### config.mk
export PLATFORM = sky130hd
export DESIGN_NAME = aso_sync_cmos_out
export DESIGN_NICKNAME = d
export VERILOG_FILES = /design/src/rtl/aso_sync_cmos_out.v
export VERILOG_INCLUDE_DIRS = /design/src /design/src/rtl
export SDC_FILE = /design/constraint.sdc
export NUM_CORES = 1
export LEC_CHECK = 0
export ABC_AREA = 1
export BUFFER_PORTS_ARGS = -buffer_cell sky130_fd_sc_hd__buf_2
export CORE_ASPECT_RATIO = 0.75
export CORE_MARGIN = 3
export CORE_UTILIZATION = 24
export CTS_CLUSTER_SIZE = 30
export DETAILED_ROUTE_END_ITERATION = 8
export RECOVER_POWER = 25
export SYNTH_ARGS = -nofsm -noshare
export SYNTH_HDL_FRONTEND = slang
export SYNTH_SLANG_ARGS = --single-unit
### constraint.sdc
create_clock -name ref_clk -period 9.8 [get_ports ref_clk]
set_input_delay 0.98 -clock ref_clk [delete_from_list [all_inputs] [get_ports ref_clk]]
set_output_delay 0.98 -clock ref_clk [all_outputs]
set_load 0.01 [all_outputs]
### src/rtl/aso_defines.vh
// constants for the converter sync and cmos output interface block
`ifndef ASO_DEFINES_VH
`define ASO_DEFINES_VH
// register addresses
`define ASO_ADDR_FMT_A      8'h8f
`define ASO_ADDR_FMT_B      8'h92
`define ASO_ADDR_SYNC       8'h10
`define ASO_ADDR_IFACE      8'h11
`define ASO_ADDR_DECIM      8'h12
`define ASO_ADDR_STATUS     8'h13
// reset values
`define ASO_FMT_RST         8'h00
`define ASO_IFACE_RST       8'h00
`define ASO_DECIM_RST       8'h00
// field positions
`define ASO_FMT_OFFBIN      0
`define ASO_SYNC_PIN_SEL    0
`define ASO_SYNC_TRIG       1
`define ASO_SYNC_MIX_RST    2
`define ASO_IF_SERIAL       0
`define ASO_IF_DDR          1
`define ASO_IF_ONE_LANE     2
`define ASO_IF_SE_CLK       3
`define ASO_IF_RES_LO       4
`define ASO_IF_RES_HI       5
`define ASO_DC_EN           0
`define ASO_DC_CPLX         1
`define ASO_DC_LOG_LO       2
`define ASO_DC_LOG_HI       4
// resolution codes
`define ASO_RES_14          2'd0
`define ASO_RES_16          2'd1
`define ASO_RES_18          2'd2
`define ASO_RES_20          2'd3
`define ASO_MSB_FLIP        20'h8_0000
`define ASO_SAMPLE_W        14
`define ASO_OUT_W           20
`define ASO_DIV_W           6
`define ASO_SHIFT_W         5
`endif

### src/rtl/aso_sync_cmos_out.v
// sync handling, number format and cmos output interface of the converter back end
`timescale 1ns/1ps
`default_nettype none
`include "aso_defines.vh"

// What this block does
// - sample sync pin on rising sampling clock
// - config bit selects powerdown or sync pin
// - sync from register or pin, decimation only
// - sync resets dividers, aligns I and Q
// - dividers free-run without sync
// - sync restarts oscillator, loads new frequency
// - complex only DDR, real always SDR
// - complex parallel clock Fs/N, data 2Fs/N
// - real parallel clock Fs/M, one word per clock even with DDR set
// - serial complex frame Fs/N, halved two lanes, lane 2R/L/N
// - serial real lane R/L/M, frame halved two lanes
// - serial mode uses two lanes or one
// - 16-bit: eight or sixteen bits per lane
// - parallel clock made inside, chosen by registers
// - serial default launches on both clock edges
// - single-edge mode: double input clock, rising only
// - single-edge mode halves input clock internally
// - twos complement default, offset binary selectable
// - offset binary flips the sign bit
// - extend samples to 14, 16, 18 or 20 bits
module aso_sync_cmos_out (
  // clock and reset
  input  wire        ref_clk,
  input  wire        rst_n,
  // register write and read port
  input  wire        reg_wr,
  input  wire [7:0]  reg_addr,
  input  wire [7:0]  reg_wdata,
  output reg  [7:0]  reg_rdata,
  // shared powerdown or sync pin
  input  wire        powerdown_or_align_pin,
  output reg         power_down,
  // samples from the filter path
  input  wire        sample_valid,
  input  wire [13:0] sample_i,
  input  wire [13:0] sample_q,
  // receiver supplied serial clock, sampled as a level
  input  wire        serial_input_clock,
  // strobes to the decimation filter and oscillator
  output reg         divider_reset,
  output reg         osc_restart,
  // cmos output pins
  output reg         output_data_clock,
  output reg         frame_clock,
  output reg  [19:0] data_out
);

  // reset release through two flip-flops
  reg        rst_meta;
  reg        rst_sync_n;
  always @(posedge ref_clk or negedge rst_n) begin
    if (!rst_n) begin
      rst_meta   <= 1'b0;
      rst_sync_n <= 1'b0;
    end else begin
      rst_meta   <= 1'b1;
      rst_sync_n <= rst_meta;
    end
  end

  reg  [7:0] fmt_a;
  reg  [7:0] fmt_b;
  reg  [7:0] sync_ctl;
  reg  [7:0] iface;
  reg  [7:0] decim;
  reg        sync_trig;
  reg        mix_trig;

  // register writes; trigger bits self-clear
  always @(posedge ref_clk or negedge rst_sync_n) begin
    if (!rst_sync_n) begin
      fmt_a     <= `ASO_FMT_RST;
      fmt_b     <= `ASO_FMT_RST;
      sync_ctl  <= `ASO_FMT_RST;
      iface     <= `ASO_IFACE_RST;
      decim     <= `ASO_DECIM_RST;
      sync_trig <= 1'b0;
      mix_trig  <= 1'b0;
    end else begin
      sync_trig <= 1'b0;
      mix_trig  <= 1'b0;
      if (reg_wr) begin
        if (reg_addr == `ASO_ADDR_FMT_A) begin
          fmt_a <= reg_wdata;
        end else if (reg_addr == `ASO_ADDR_FMT_B) begin
          fmt_b <= reg_wdata;
        end else if (reg_addr == `ASO_ADDR_SYNC) begin
          sync_ctl  <= reg_wdata;
          sync_trig <= reg_wdata[`ASO_SYNC_TRIG];
          mix_trig  <= reg_wdata[`ASO_SYNC_MIX_RST];
        end else if (reg_addr == `ASO_ADDR_IFACE) begin
          iface <= reg_wdata;
        end else if (reg_addr == `ASO_ADDR_DECIM) begin
          decim <= reg_wdata;
        end
      end
    end
  end

  wire       pin_sync   = sync_ctl[`ASO_SYNC_PIN_SEL];
  wire       offbin     = fmt_a[`ASO_FMT_OFFBIN] & fmt_b[`ASO_FMT_OFFBIN];
  wire       serial     = iface[`ASO_IF_SERIAL];
  wire       one_lane   = iface[`ASO_IF_ONE_LANE];
  wire       se_clk     = iface[`ASO_IF_SE_CLK];
  wire [1:0] res        = iface[`ASO_IF_RES_HI:`ASO_IF_RES_LO];
  wire       dec_en     = decim[`ASO_DC_EN];
  wire       cplx       = decim[`ASO_DC_CPLX] & dec_en;
  wire [2:0] dec_log    = decim[`ASO_DC_LOG_HI:`ASO_DC_LOG_LO];
  // complex output forces DDR in parallel mode
  wire       ddr        = iface[`ASO_IF_DDR] | cplx;

  // pin latch and edge detect
  reg        pin_q;
  reg        pin_q2;
  always @(posedge ref_clk or negedge rst_sync_n) begin
    if (!rst_sync_n) begin
      pin_q  <= 1'b0;
      pin_q2 <= 1'b0;
    end else begin
      pin_q  <= powerdown_or_align_pin & pin_sync;
      pin_q2 <= pin_q;
    end
  end
  wire pin_rise  = pin_q & ~pin_q2;
  wire sync_evt  = dec_en & (pin_rise | sync_trig);

  // powerdown use of the shared pin
  always @(posedge ref_clk or negedge rst_sync_n) begin
    if (!rst_sync_n) begin
      power_down <= 1'b0;
    end else begin
      power_down <= powerdown_or_align_pin & ~pin_sync;
    end
  end

  // reset strobes to the divider and oscillator
  always @(posedge ref_clk or negedge rst_sync_n) begin
    if (!rst_sync_n) begin
      divider_reset <= 1'b0;
      osc_restart   <= 1'b0;
    end else begin
      divider_reset <= sync_evt;
      osc_restart   <= sync_evt | mix_trig;
    end
  end

  // decimation divider, free running unless synced
  reg  [`ASO_DIV_W-1:0] div_cnt;
  wire [`ASO_DIV_W-1:0] div_mask = (dec_en) ?
    ((6'h01 << dec_log) - 6'h01) : 6'h00;
  wire div_wrap = ((div_cnt & div_mask) == div_mask);
  always @(posedge ref_clk or negedge rst_sync_n) begin
    if (!rst_sync_n) begin
      div_cnt <= {`ASO_DIV_W{1'b0}};
    end else if (sync_evt) begin
      div_cnt <= {`ASO_DIV_W{1'b0}};
    end else begin
      div_cnt <= div_cnt + 6'h01;
    end
  end

  // format and widen a sample
  function [19:0] fmt_sample;
    input [13:0] s;
    input [1:0]  r;
    input        ob;
    reg   [19:0] w;
    begin
      w = {s, 6'h00};
      if (ob) begin
        w = w ^ `ASO_MSB_FLIP;
      end
      case (r)
        `ASO_RES_14: fmt_sample = {6'h00, w[19:6]};
        `ASO_RES_16: fmt_sample = {4'h0, w[19:4]};
        `ASO_RES_18: fmt_sample = {2'h0, w[19:2]};
        default:     fmt_sample = w;
      endcase
    end
  endfunction

  // align I and Q of one output sample
  reg [19:0] word_i;
  reg [19:0] word_q;
  reg        word_new;
  always @(posedge ref_clk or negedge rst_sync_n) begin
    if (!rst_sync_n) begin
      word_i   <= 20'h0_0000;
      word_q   <= 20'h0_0000;
      word_new <= 1'b0;
    end else begin
      word_new <= sample_valid & div_wrap;
      if (sample_valid & div_wrap) begin
        word_i <= fmt_sample(sample_i, res, offbin);
        word_q <= fmt_sample(sample_q, res, offbin);
      end
    end
  end

  // serial bits per lane per frame, from resolution and lanes
  wire [`ASO_SHIFT_W-1:0] res_bits = 5'd14 + {2'b00, res, 1'b0};
  wire [`ASO_SHIFT_W-1:0] lane_bits = one_lane ? res_bits :
    {1'b0, res_bits[4:1]};
  // leading pad bits of a right-justified word; shifting them off sends the msb first
  wire [`ASO_SHIFT_W-1:0] pad_bits = 5'd20 - res_bits;

  // single-edge mode halves the receiver clock
  reg sic_q;
  reg half_tgl;
  always @(posedge ref_clk or negedge rst_sync_n) begin
    if (!rst_sync_n) begin
      sic_q    <= 1'b0;
      half_tgl <= 1'b0;
    end else begin
      sic_q <= serial_input_clock;
      if (serial_input_clock & ~sic_q) begin
        half_tgl <= ~half_tgl;
      end
    end
  end
  wire sic_rise = serial_input_clock & ~sic_q;
  wire sic_edge = serial_input_clock ^ sic_q;
  // one bit per input edge by default, per falling edge of halved clock otherwise
  wire bit_step = se_clk ? (sic_rise & half_tgl) : sic_edge;

  // output pin process
  reg [`ASO_SHIFT_W:0]   bit_cnt; // one bit wider: a complex frame holds two samples
  reg [39:0]             sh_i;    // i then q back to back for the single lane
  reg [19:0]             sh_q;
  reg                    q_phase;
  always @(posedge ref_clk or negedge rst_sync_n) begin
    if (!rst_sync_n) begin
      output_data_clock <= 1'b0;
      frame_clock       <= 1'b0;
      data_out          <= 20'h0_0000;
      bit_cnt           <= 6'd0;
      sh_i              <= 40'h00_0000_0000;
      sh_q              <= 20'h0_0000;
      q_phase           <= 1'b0;
    end else if (!serial) begin
      // parallel: clock generated here from the divider
      if (word_new) begin
        output_data_clock <= 1'b1;
        data_out          <= word_i;
        q_phase           <= cplx;
      end else if (ddr & q_phase) begin
        output_data_clock <= 1'b0;
        data_out          <= word_q;
        q_phase           <= 1'b0;
      end else begin
        output_data_clock <= 1'b0;
      end
      frame_clock <= word_new;
    end else begin
      // serial: clock follows receiver clock
      output_data_clock <= se_clk ? half_tgl : serial_input_clock;
      if (word_new & (bit_cnt == 6'd0)) begin
        sh_i        <= ({word_i, 20'h0_0000} |
                        ({20'h0_0000, word_q} << pad_bits)) << pad_bits;
        sh_q        <= word_q << pad_bits;
        bit_cnt     <= cplx ? {lane_bits, 1'b0} : {1'b0, lane_bits};
        frame_clock <= ~frame_clock | one_lane;
      end else if (bit_step & (bit_cnt != 6'd0)) begin
        data_out[0] <= sh_i[39];
        data_out[1] <= one_lane ? 1'b0 : sh_q[19];
        sh_i        <= {sh_i[38:0], 1'b0};
        sh_q        <= {sh_q[18:0], 1'b0};
        bit_cnt     <= bit_cnt - 6'd1;
        if (one_lane) begin
          frame_clock <= 1'b0;
        end
      end
    end
  end

  // read back
  always @* begin
    if (reg_addr == `ASO_ADDR_FMT_A) begin
      reg_rdata = fmt_a;
    end else if (reg_addr == `ASO_ADDR_FMT_B) begin
      reg_rdata = fmt_b;
    end else if (reg_addr == `ASO_ADDR_SYNC) begin
      reg_rdata = {7'h00, sync_ctl[`ASO_SYNC_PIN_SEL]};
    end else if (reg_addr == `ASO_ADDR_IFACE) begin
      reg_rdata = iface;
    end else if (reg_addr == `ASO_ADDR_DECIM) begin
      reg_rdata = decim;
    end else if (reg_addr == `ASO_ADDR_STATUS) begin
      reg_rdata = {2'b00, div_cnt};
    end else begin
      reg_rdata = 8'h00;
    end
  end

endmodule // aso_sync_cmos_out
`default_nettype wire

# == Word-level counts from Yosys, hierarchy flattened ==
# Index checks and enable logic that the tools add are counted.
# totals
regBits,180
in_bits,50
output_inout_bits,33
wordCells,140
# op_classes
addsub,5
eq_ne,13
n_shift,4
muxes,44
bitwise,31
reduce_logical,15
# op_table
operator,n
$mux W20,6
$pmux W20 S3,2
$mux W40,2
$mux W8,5
$or A40 B40 Y40,1
$shl A20 B5 Y40,1
$shl A40 B5 Y40,1
$mux W6,6
$eq A8 B5 Y1 const B,4
$shl A20 B5 Y20,1
$mux W1,19
$eq A8 B8 Y1 const B,2
$and A1 B1 Y1,12
$not A1 Y1,12
$sub A6 B1 Y6 const B,2
$reduce_and A2 Y1,4
$add A6 B1 Y6 const B,1
$and A6 B6 Y6,1
$eq A6 B6 Y1,1
$logic_not A6 Y1,1
$mux W2,3
$ne A3 B1 Y1 const B,2
$reduce_and A3 Y1,2
$reduce_and A6 Y1,1
16 further kinds,20

# == Logic depth before layout (Yosys ltp) ==
# Gate-level depths: netlist (run 1).
# logic_depth
word_depth,8
mapped_depth,18
mapped_depth_nobuf,15

# == Worst setup path after synthesis (run 1) ==
# OpenSTA, ideal clock, no wires.
# synth_path
kind,in2out
from,input reg_addr[3]
to,output reg_rdata[1]
t_arrival_ns,2.081
t_required_ns,8.820
setup_slack_ns,6.739
cell_stages,7
n_path_buf,0
cell_sequence,nor2_2 > nand3_1 > nor2_1 > nand2_1 > o211ai_1 > o21ai_0 > a31oi_1
# synth_between
elab_chain_len,7
word_cells_on_any_way,12
classes_between,6 x eq/ne; 6 x mux
# synth_rtl
element,line,source
start: declaration,aso_sync_cmos_out.v:33,"input wire [7:0] reg_addr,"
$eq A8 B5 Y1 (no source line),--,
$mux W6,aso_sync_cmos_out.v:294,end else if (reg_addr == `ASO_ADDR_STATUS) begin
$mux W8,aso_sync_cmos_out.v:292,end else if (reg_addr == `ASO_ADDR_DECIM) begin
$mux W8,aso_sync_cmos_out.v:290,end else if (reg_addr == `ASO_ADDR_IFACE) begin
$mux W8,aso_sync_cmos_out.v:288,end else if (reg_addr == `ASO_ADDR_SYNC) begin
$mux W8,aso_sync_cmos_out.v:286,end else if (reg_addr == `ASO_ADDR_FMT_B) begin
$mux W8 (*),aso_sync_cmos_out.v:284,if (reg_addr == `ASO_ADDR_FMT_A) begin
end: declaration,aso_sync_cmos_out.v:35,"output reg [7:0] reg_rdata,"
# Every way passes the cells marked *; elsewhere a longest branch is shown, timed or not.

==> results.json, run 1 <==
{
  "reg2reg_to": "sh_i[16]",
  "yosys_warnings": 0,
  "post-place-cells": 2007,
  "synth_top_area_share_pct": 43.4,
  "violations": "capacitance limit, slew limit",
  "cp.depth": 1,
  "grtUsageMet2_pct": 20.7,
  "core_sq_um": 42400,
  "ff2ff_path_depth": 1,
  "cts.sinks": 180,
  "num_antenna_cells": 0,
  "netlist_top_cells_area": "dfrtp_1 43%, nand2_1 14%, o21ai_0 7.2%",
  "crit_buf_inv": 1,
  "r2r_start": "rst_sync_n",
  "finalWeightedCongestion": 0.903,
  "peakVddDrop_v": 0.000114,
  "fin_cells": 2039,
  "nFillCells": 4605,
  "rrSetupSlack_ns": 5.25,
  "drc": 0,
  "worst_setup_path_end_kind": "asynchronous set/reset pin",
  "crit_path_end": "sh_i[16]",
  "cp.required_ns": 9.58,
  "start_util_pct": 24.5,
  "synth_top_area_cell": "dfrtp_1",
  "grt_pass1_vias": 9123,
  "vias_per_cell": 4.85,
  "grt_util_met1_pct": 21.6,
  "clockBufferDepth": 2,
  "synthCells": 1425,
  "grt_setup_unrepaired": "no",
  "portBuffers": 82,
  "min_path_type": "input port to asynchronous set/reset pin",
  "routedWlPerCell_microns": 16.3,
  "grt.busiest_layer": "met1",
  "finalSetupViolCount": 0,
  "clk_latency_ns": 0.46,
  "place_area_sq_um": 11200,
  "ys_ff_latch": 180,
  "syn_area_per_cell_sq_um": 7.29,
  "die_x_microns": 246,
  "die_y_microns": 186,
  "worst_slew_pin_slew_ns": 3.48,
  "vias": 9889,
  "power_w": 0.00236,
  "cpPeakStageDelay_ns": 2.52,
  "htree_levels": 4,
  "cp.arrival_ns": 4.33,
  "synthToLayoutAreaGrowth_pct": 13.3,
  "io_pins": 83,
  "p_leak_nw": 5.46,
  "track_usage_pct": 14.8,
  "ctsResizeCount": 0,
  "seq_area_frac_synth_pct": 43.4,
  "rows": 65,
  "slowest_stage": "clkbuf_1",
  "finalSetupTns_ns": 0,
  "synth_edf_count": 0,
  "synthesis.area_sq_um": 10400,
  "drv_cap": 1,
  "report.final.slew_viol_count": 65,
  "synth_flop_cell": "dfrtp_1",
  "start_kind": "flop",
  "postCtsSetupBuffers": 0,
  "fmax_ghz": 0.220,
  "critPathTopFamily": "buffers and inverters",
  "wirelength_microns": 33300,
  "drive_above_1_share_pct": 9.73,
  "synth.most_common_cell": "nand2_1",
  "min_period_ns": 4.55,
  "postRouteAntennaNets": 0,
  "overflow": 0,
  "antenna_found_initial": 1,
  "cts_made_buffers": 17,
  "use_met3_pct": 4.39,
  "dr.pass1.iters": 5,
  "grt_max_degree": 80,
  "postCtsHoldBufs": 0,
  "cts_root_buffer": "clkbuf_16",
  "max_slew_margin_pct": -132,
  "clock_skew_ns": 0.00752,
  "finalCritPeriodShare_pct": 46.4,
  "cts_tree": "done",
  "cts.clk_slew.worst_paths_ns": 0.07,
  "fin_nets": 1516,
  "grt_pass1_wl_microns": 52500,
  "crit_start": "rst_sync_n",
  "outcome": "finished with violations",
  "syn-num-nets": 1484,
  "crit_chain": "clkbuf_1",
  "hold_viol": 0,
  "drt_iter0_markers": 892,
  "synth_top_cells_by_count": "383 x nand2_1, 180 x dfrtp_1, 149 x o21ai_0",
  "path_class": "flop to asynchronous set/reset pin",
  "synth_cell_type_count": 49,
  "hpwlAfterDp_microns": 24200,
  "p_per_area_nw_per_um2": 201,
  "die-area_sq_um": 45800,
  "final_area_sq_um": 11800,
  "async_flop_share_pct": 100,
  "crit_fanout": 64
}
-- power by group --
part | switching [W] | internal [W]
logic | 0.000413 | 0.000206
clock network | 0.000338 | 0.000388
registers | 0.000107 | 0.000910
total | 0.000859 | 0.00150
-- state kept, by name (all words and copies together) (netlist names), 8 cells and up --
register and count:
data_out 20, word_i 20, word_q 20, decim 8
sh_q 20, fmt_a 8, sh_i 40, iface 8
fmt_b 8
-- per-layer routing --
layer,part of all wire (%),vias to the layer above,wire length [microns]
met4,2.0,2,679
met2,40,389,13400
met5,0.039,-,13
met1,49,4651,16300
met3,8.7,50,2880
li1,-,4797,-
-- cells in the final DEF, fill, tap and decap left out, types with 3 or more instances in the layout --
| master | count |
|---|---|
| a31oi_1 | 22 |
| nand3_1 | 123 |
| inv_6 | 6 |
| a22oi_1 | 3 |
| nand4_1 | 14 |
| inv_2 | 4 |
| buf_2 | 79 |
| o211ai_1 | 5 |
| o221ai_1 | 11 |
| nand2_1 | 383 |
| o21ai_1 | 10 |
| dfrtp_1 | 179 |
| clkbuf_1 | 4 |
| nor3_1 | 8 |
| nor2_1 | 108 |
| or2_2 | 4 |
| inv_1 | 143 |
| a21oi_1 | 107 |
| buf_4 | 10 |
| xor2_1 | 4 |
| a221oi_1 | 14 |
| clkbuf_16 | 17 |
| inv_8 | 4 |
| o21ai_0 | 149 |
| ha_1 | 9 |
| o22ai_1 | 15 |
-- worst min-delay path by stage --
| stage | start | end | slack (ns) |
|---|---|---|---|
| after floorplan | rst_meta | rst_sync_n | 0.33 |
| after global placement | rst_sync_n | half_tgl | 0.31 |
| after detailed placement | rst_sync_n | sic_q | 0.31 |
| after CTS | rst_n | rst_sync_n | 0.27 |
| after global routing | rst_n | rst_sync_n | 0.28 |
| final | rst_n | rst_sync_n | 0.29 |
-- metrics by stage --
stage	hold WS, ns	util (%)	setup WS (ns)
after floorplan	0.331	-	4.41
after global placement	0.309	26.4	6.05
after detailed placement	0.313	26.4	5.91
after CTS	0.267	27.8	5.91
after global routing	0.282	27.8	4.25
final	0.293	27.8	5.25
-- area by class of cell --
cell class | instances | area, sq um | share of cell area [%]
clock inverters | 15 | 183 | 1.55
well taps | 569 | 712 | 6.05
clock buffers | 17 | 425 | 3.62
repair buffers | 93 | 485 | 4.13
multi-input cells | 1018 | 4900 | 41.6
inverters | 147 | 552 | 4.69
flip-flops and latches | 180 | 4510 | 38.3
-- cell families after synthesis --
kind of cell	share of synthesized area, %
other	0.0361
DFF	43.4
and+or+nand+nor	26.1
adders and majority gates	1.08
xor gates and xnor gates	0.844
muxes	0.193
buffers and inverters	9.50
AOI/OAI and AO/OA	18.8
No activity file was read; power rests on OpenSTA's default activity.
==> inputs of run 2 (changes only) <==
- clock period: 9.8 -> 4.5 ns (I/O delays scaled with it)
==> results.json, run 2 (same netlist as run 1, synthesis figures left out) <==
{
  "report.final.slew_viol_count": 67,
  "hold-path-endpoint": "sic_q",
  "clk_latency_ns": 0.46,
  "core_sq_um": 42400,
  "drt_iter0_markers": 1063,
  "die-area_sq_um": 45800,
  "cts_root_buffer": "clkbuf_16",
  "swShare_pct": 35.1,
  "p_per_area_nw_per_um2": 435,
  "fin_cells": 2041,
  "fin_ws_ns": 1.34,
  "holdPathStages": 1,
  "portBuffers": 82,
  "vias": 9914,
  "cts.clk_slew.worst_paths_ns": 0.07,
  "antenna_found_initial": 0,
  "clockBufferDepth": 2,
  "reg2reg_to": "iface[4]",
  "fmax_ghz": 0.317,
  "hold_viol": 0,
  "die_y_microns": 186,
  "cp.required_ns": 4.19,
  "worst_setup_path_end_kind": "asynchronous set/reset pin",
  "final_cell_mix": "383 x nand2_1, 179 x dfrtp_1, 149 x o21ai_0, 143 x inv_1, 123 x nand3_1",
  "finalWeightedCongestion": 0.919,
  "fin_nets": 1518,
  "crit_fanout": 67,
  "vias_per_cell": 4.86,
  "power_frac_seq_pct": 43.4,
  "drive_above_1_share_pct": 8.76,
  "ff2ff_path_depth": 0,
  "htree_levels": 4,
  "min_period_ns": 3.16,
  "largest_reg_flops": 40,
  "layout_commonest_cell": "nand2_1",
  "cts_made_buffers": 17,
  "clock_skew_ns": 0.0126,
  "place_area_sq_um": 11200,
  "hpwlAfterDp_microns": 23900,
  "postRouteAntennaNets": 0,
  "cts_tree": "done",
  "switchingPower_w": 0.00180,
  "io_pins": 83,
  "p_int_w": 0.00333,
  "rrSetupSlack_ns": 1.34,
  "holdCritStartpoint": "serial_input_clock",
  "overflow": 0,
  "start_util_pct": 24.5,
  "pwr-share-comb_pct": 25.8,
  "peakVddDrop_v": 0.000258,
  "p_clk_share_pct": 30.9,
  "post-place-ws_ns": 1.54,
  "power_w": 0.00512,
  "synthToLayoutAreaGrowth_pct": 13.5,
  "drv_cap": 1,
  "rows": 65,
  "cts.sinks": 180,
  "grt_pass1_vias": 9430,
  "finalSetupTns_ns": 0,
  "routedWlPerCell_microns": 16.3,
  "cp.arrival_ns": 2.85,
  "wirelength_microns": 33200,
  "violations": "capacitance limit, slew limit",
  "r2r_start": "rst_sync_n",
  "grt_setup_unrepaired": "no",
  "path_class": "flop to asynchronous set/reset pin",
  "finalSetupViolCount": 0,
  "die_x_microns": 246,
  "largest_register": "sh_i",
  "grt_max_degree": 77,
  "ctsResizeCount": 0,
  "min_path_type": "input port to flop",
  "num_antenna_cells": 0,
  "track_usage_pct": 14.7,
  "drc": 0,
  "outcome": "finished with violations",
  "finalCritPeriodShare_pct": 70.2,
  "worst_slew_pin_slew_ns": 2.99,
  "final_area_sq_um": 11800,
  "post-place-cells": 2008,
  "max_slew_margin_pct": -99.1,
  "start_kind": "flop",
  "p_leak_nw": 5.43,
  "dr.pass1.iters": 6,
  "grt_pass1_wl_microns": 52900,
  "nFillCells": 4602
}
-- run 2: per-layer routing --
layer / vias to the layer above / GRT usage (%) / wire (microns)
met5: - / 0 / 0
met4: 0 / 3.68 / 395
met3: 33 / 3.93 / 2780
met2: 387 / 21.4 / 13900
met1: 4697 / 21.5 / 16100
li1: 4797 / - / -
-- run 2: repair_timing --
| item | 4_1_cts | 5_1_grt |
|---|---|---|
| buffers inserted | 0 | 0 |
| endpoints found under the hold margin | 2 | 0 |
| hold buffers | 1 | 0 |
-- run 2: metrics by stage --
step,hold slack [ns],utilization [%]
2_1_floorplan,0.154,-
3_3_place_gp,0.237,26.4
3_5_place_dp,0.239,26.4
4_1_cts,0.118,27.9
6_report,0.150,27.8
5_1_grt,0.145,27.8
-- run 2: worst max path at each step --
stage | from | slack [ns] | cells past startpoint | to
after floorplan | rst_sync_n | 1.53 | 0 | bit_cnt[0]
after global placement | iface[4] | 1.56 | 8 | word_i[2]
after detailed placement | iface[4] | 1.54 | 8 | word_i[2]
after CTS | iface[4] | 1.51 | 15 | sh_i[16]
after global routing | rst_sync_n | 0.67 | 0 | iface[4]
final | rst_sync_n | 1.34 | 0 | iface[4]
-- run 2: final cells by class --
class	count	area, sq um	area share (%)
sequential	180	4510	38.2
clock inverter	9	116	0.988
multi-input combinational	1018	4900	41.6
tap	569	712	6.04
clock buffer	23	498	4.23
timing repair buffer	95	500	4.25
inverter	147	552	4.68
-- run 2: power by group through the flow --
stage,logic (W),clock network (W),registers [W]
2_1_floorplan,0.000964,0,0.00220
3_3_place_gp,0.00129,0,0.00224
3_5_place_dp,0.00131,0,0.00225
4_1_cts,0.00132,0.00161,0.00222
5_1_grt,0.00151,0.00168,0.00227
6_report,0.00132,0.00158,0.00222
==> inputs of run 3 (changes only) <==
- clock period: 4.5 -> 2.9 ns (I/O delays scaled with it)
==> results.json, run 3 (same netlist as run 1, synthesis figures left out) <==
{
  "rrSetupSlack_ns": 0.36,
  "portBuffers": 82,
  "layout_commonest_cell": "nand2_1",
  "min_period_ns": 2.54,
  "path_class": "flop to flop",
  "whs_ns": 0.0383,
  "antenna_found_initial": 0,
  "cts.clk_slew.worst_paths_ns": 0.08,
  "synthToLayoutAreaGrowth_pct": 15.0,
  "routedWlPerCell_microns": 16.5,
  "largest_register": "sh_i",
  "p_leak_nw": 5.53,
  "critPathTopFamily": "buffers and inverters",
  "start_util_pct": 24.5,
  "peakVddDrop_v": 0.000421,
  "cpPeakStageDelay_ns": 0.40,
  "finalWeightedCongestion": 0.945,
  "htree_levels": 4,
  "slowest_stage": "nor2_4",
  "nFillCells": 4634,
  "vias_per_cell": 4.83,
  "cts_tree": "done",
  "hpwlAfterDp_microns": 25400,
  "finalSetupTns_ns": 0,
  "dr_wl_met2_microns": 13700,
  "grt_setup_unrepaired": "no",
  "crit_buf_inv": 4,
  "drt_iter0_markers": 1022,
  "core_sq_um": 42400,
  "clock_skew_ns": 0.0126,
  "worst_slew_pin_slew_ns": 1.25,
  "crit_chain": "inv_1 -> ha_1 -> nand3_1 -> nor2_4 -> inv_1 -> buf_4 -> a21oi_1 -> nand3_1 -> o21ai_1 -> inv_1",
  "cp.required_ns": 3.25,
  "report.final.slew_viol_count": 0,
  "die_y_microns": 186,
  "postRouteAntennaNets": 0,
  "grt_max_degree": 64,
  "drc": 0,
  "start_kind": "flop",
  "cts.sinks": 180,
  "drive_above_1_share_pct": 9.93,
  "cpMostUsedCell": "inv_1",
  "place_area_sq_um": 11400,
  "crit_fanout": 49,
  "met3_length_microns": 2940,
  "num_antenna_cells": 0,
  "rows": 65,
  "die-area_sq_um": 45800,
  "p_per_area_nw_per_um2": 668,
  "hold_viol": 0,
  "cp.arrival_ns": 2.89,
  "cts_root_buffer": "clkbuf_16",
  "grt_pass1_wl_microns": 54700,
  "finalSetupViolCount": 0,
  "wirelength_microns": 34100,
  "min_path_type": "input port to flop",
  "io_pins": 83,
  "clk_latency_ns": 0.46,
  "final_cell_mix": "383 x nand2_1, 178 x dfrtp_1, 149 x o21ai_0, 143 x inv_1, 123 x nand3_1",
  "outcome": "completed",
  "clockBufferDepth": 2,
  "topRoutingLayerUsed": "met4",
  "worst_setup_path_end_kind": "flop",
  "dr.pass1.iters": 5,
  "vias": 9950,
  "largest_reg_flops": 40,
  "cts_made_buffers": 17,
  "final_area_sq_um": 11900,
  "m1WireLength_microns": 16700,
  "finalCritPeriodShare_pct": 87.4,
  "track_usage_pct": 15.3,
  "fmax_ghz": 0.394,
  "grt_pass1_vias": 9611,
  "die_x_microns": 246,
  "fin_nets": 1537,
  "drv_cap": 0,
  "overflow": 0,
  "max_slew_margin_pct": 16.5
}
-- run 3: what timing repair did --
| action | in CTS | in global routing |
|---|---|---|
| setup buffers | 0 | 0 |
| hold endpoints to repair | 3 | 0 |
| gates resized for setup | 0 | 0 |
| hold buffers | 2 | 0 |
-- run 3: through the flow --
stage	total power, W	util (%)	cells	setup slack (ns)
5_1_grt	0.00852	28.2	2060	0.0955
4_1_cts	0.00805	28.3	2060	0.423
2_1_floorplan	0.00491	-	1425	0.302
3_3_place_gp	0.00556	26.8	2026	0.384
6_report	0.00798	28.2	2060	0.364
3_5_place_dp	0.00560	26.8	2026	0.453
-- run 3: final cells by class --
type                    instances  area (sq um)  share of cell area (%)
multi-input cells            1018          4900                    41.0
flip-flops and latches        180          4510                    37.7
well taps                     569           712                    5.96
repair buffers                114           662                    5.54
inverters                     147           552                    4.62
clock buffers                  17           425                    3.56
clock inverters                15           185                    1.55
-- run 3: power breakdown --
group          switching (W)  internal [W]
registers           0.000382       0.00308
clock network        0.00116       0.00124
logic                0.00140      0.000721
total                0.00294       0.00504
-- run 3: worst paths after layout --
path	from	to	cells after the start
min in group asynchronous	rst_n	rst_meta	2
hold reg to reg	rst_meta	rst_sync_n	0
setup reg to reg	bit_cnt[0]	sh_i[16]	10
max in group asynchronous	rst_sync_n	data_out[13]	1
setup / recovery	bit_cnt[0]	sh_i[16]	10
hold / removal	powerdown_or_align_pin	pin_q	3
-- run 3: worst reg2reg max path, cell delays in order (launching register included) --
cell and delay (ns):
dfrtp_1 0.38, inv_1 0.09, ha_1 0.21, nand3_1 0.20
nor2_4 0.40, inv_1 0.26, buf_4 0.35, a21oi_1 0.32
nand3_1 0.10, o21ai_1 0.07, inv_1 0.05
-- run 3: layer usage --
layer / GRT usage, % / vias up
met1: 22.6 / 4712
met3: 4.38 / 43
met2: 21.5 / 355
li1: - / 4840
met4: 4.15 / 0
met5: 0 / -
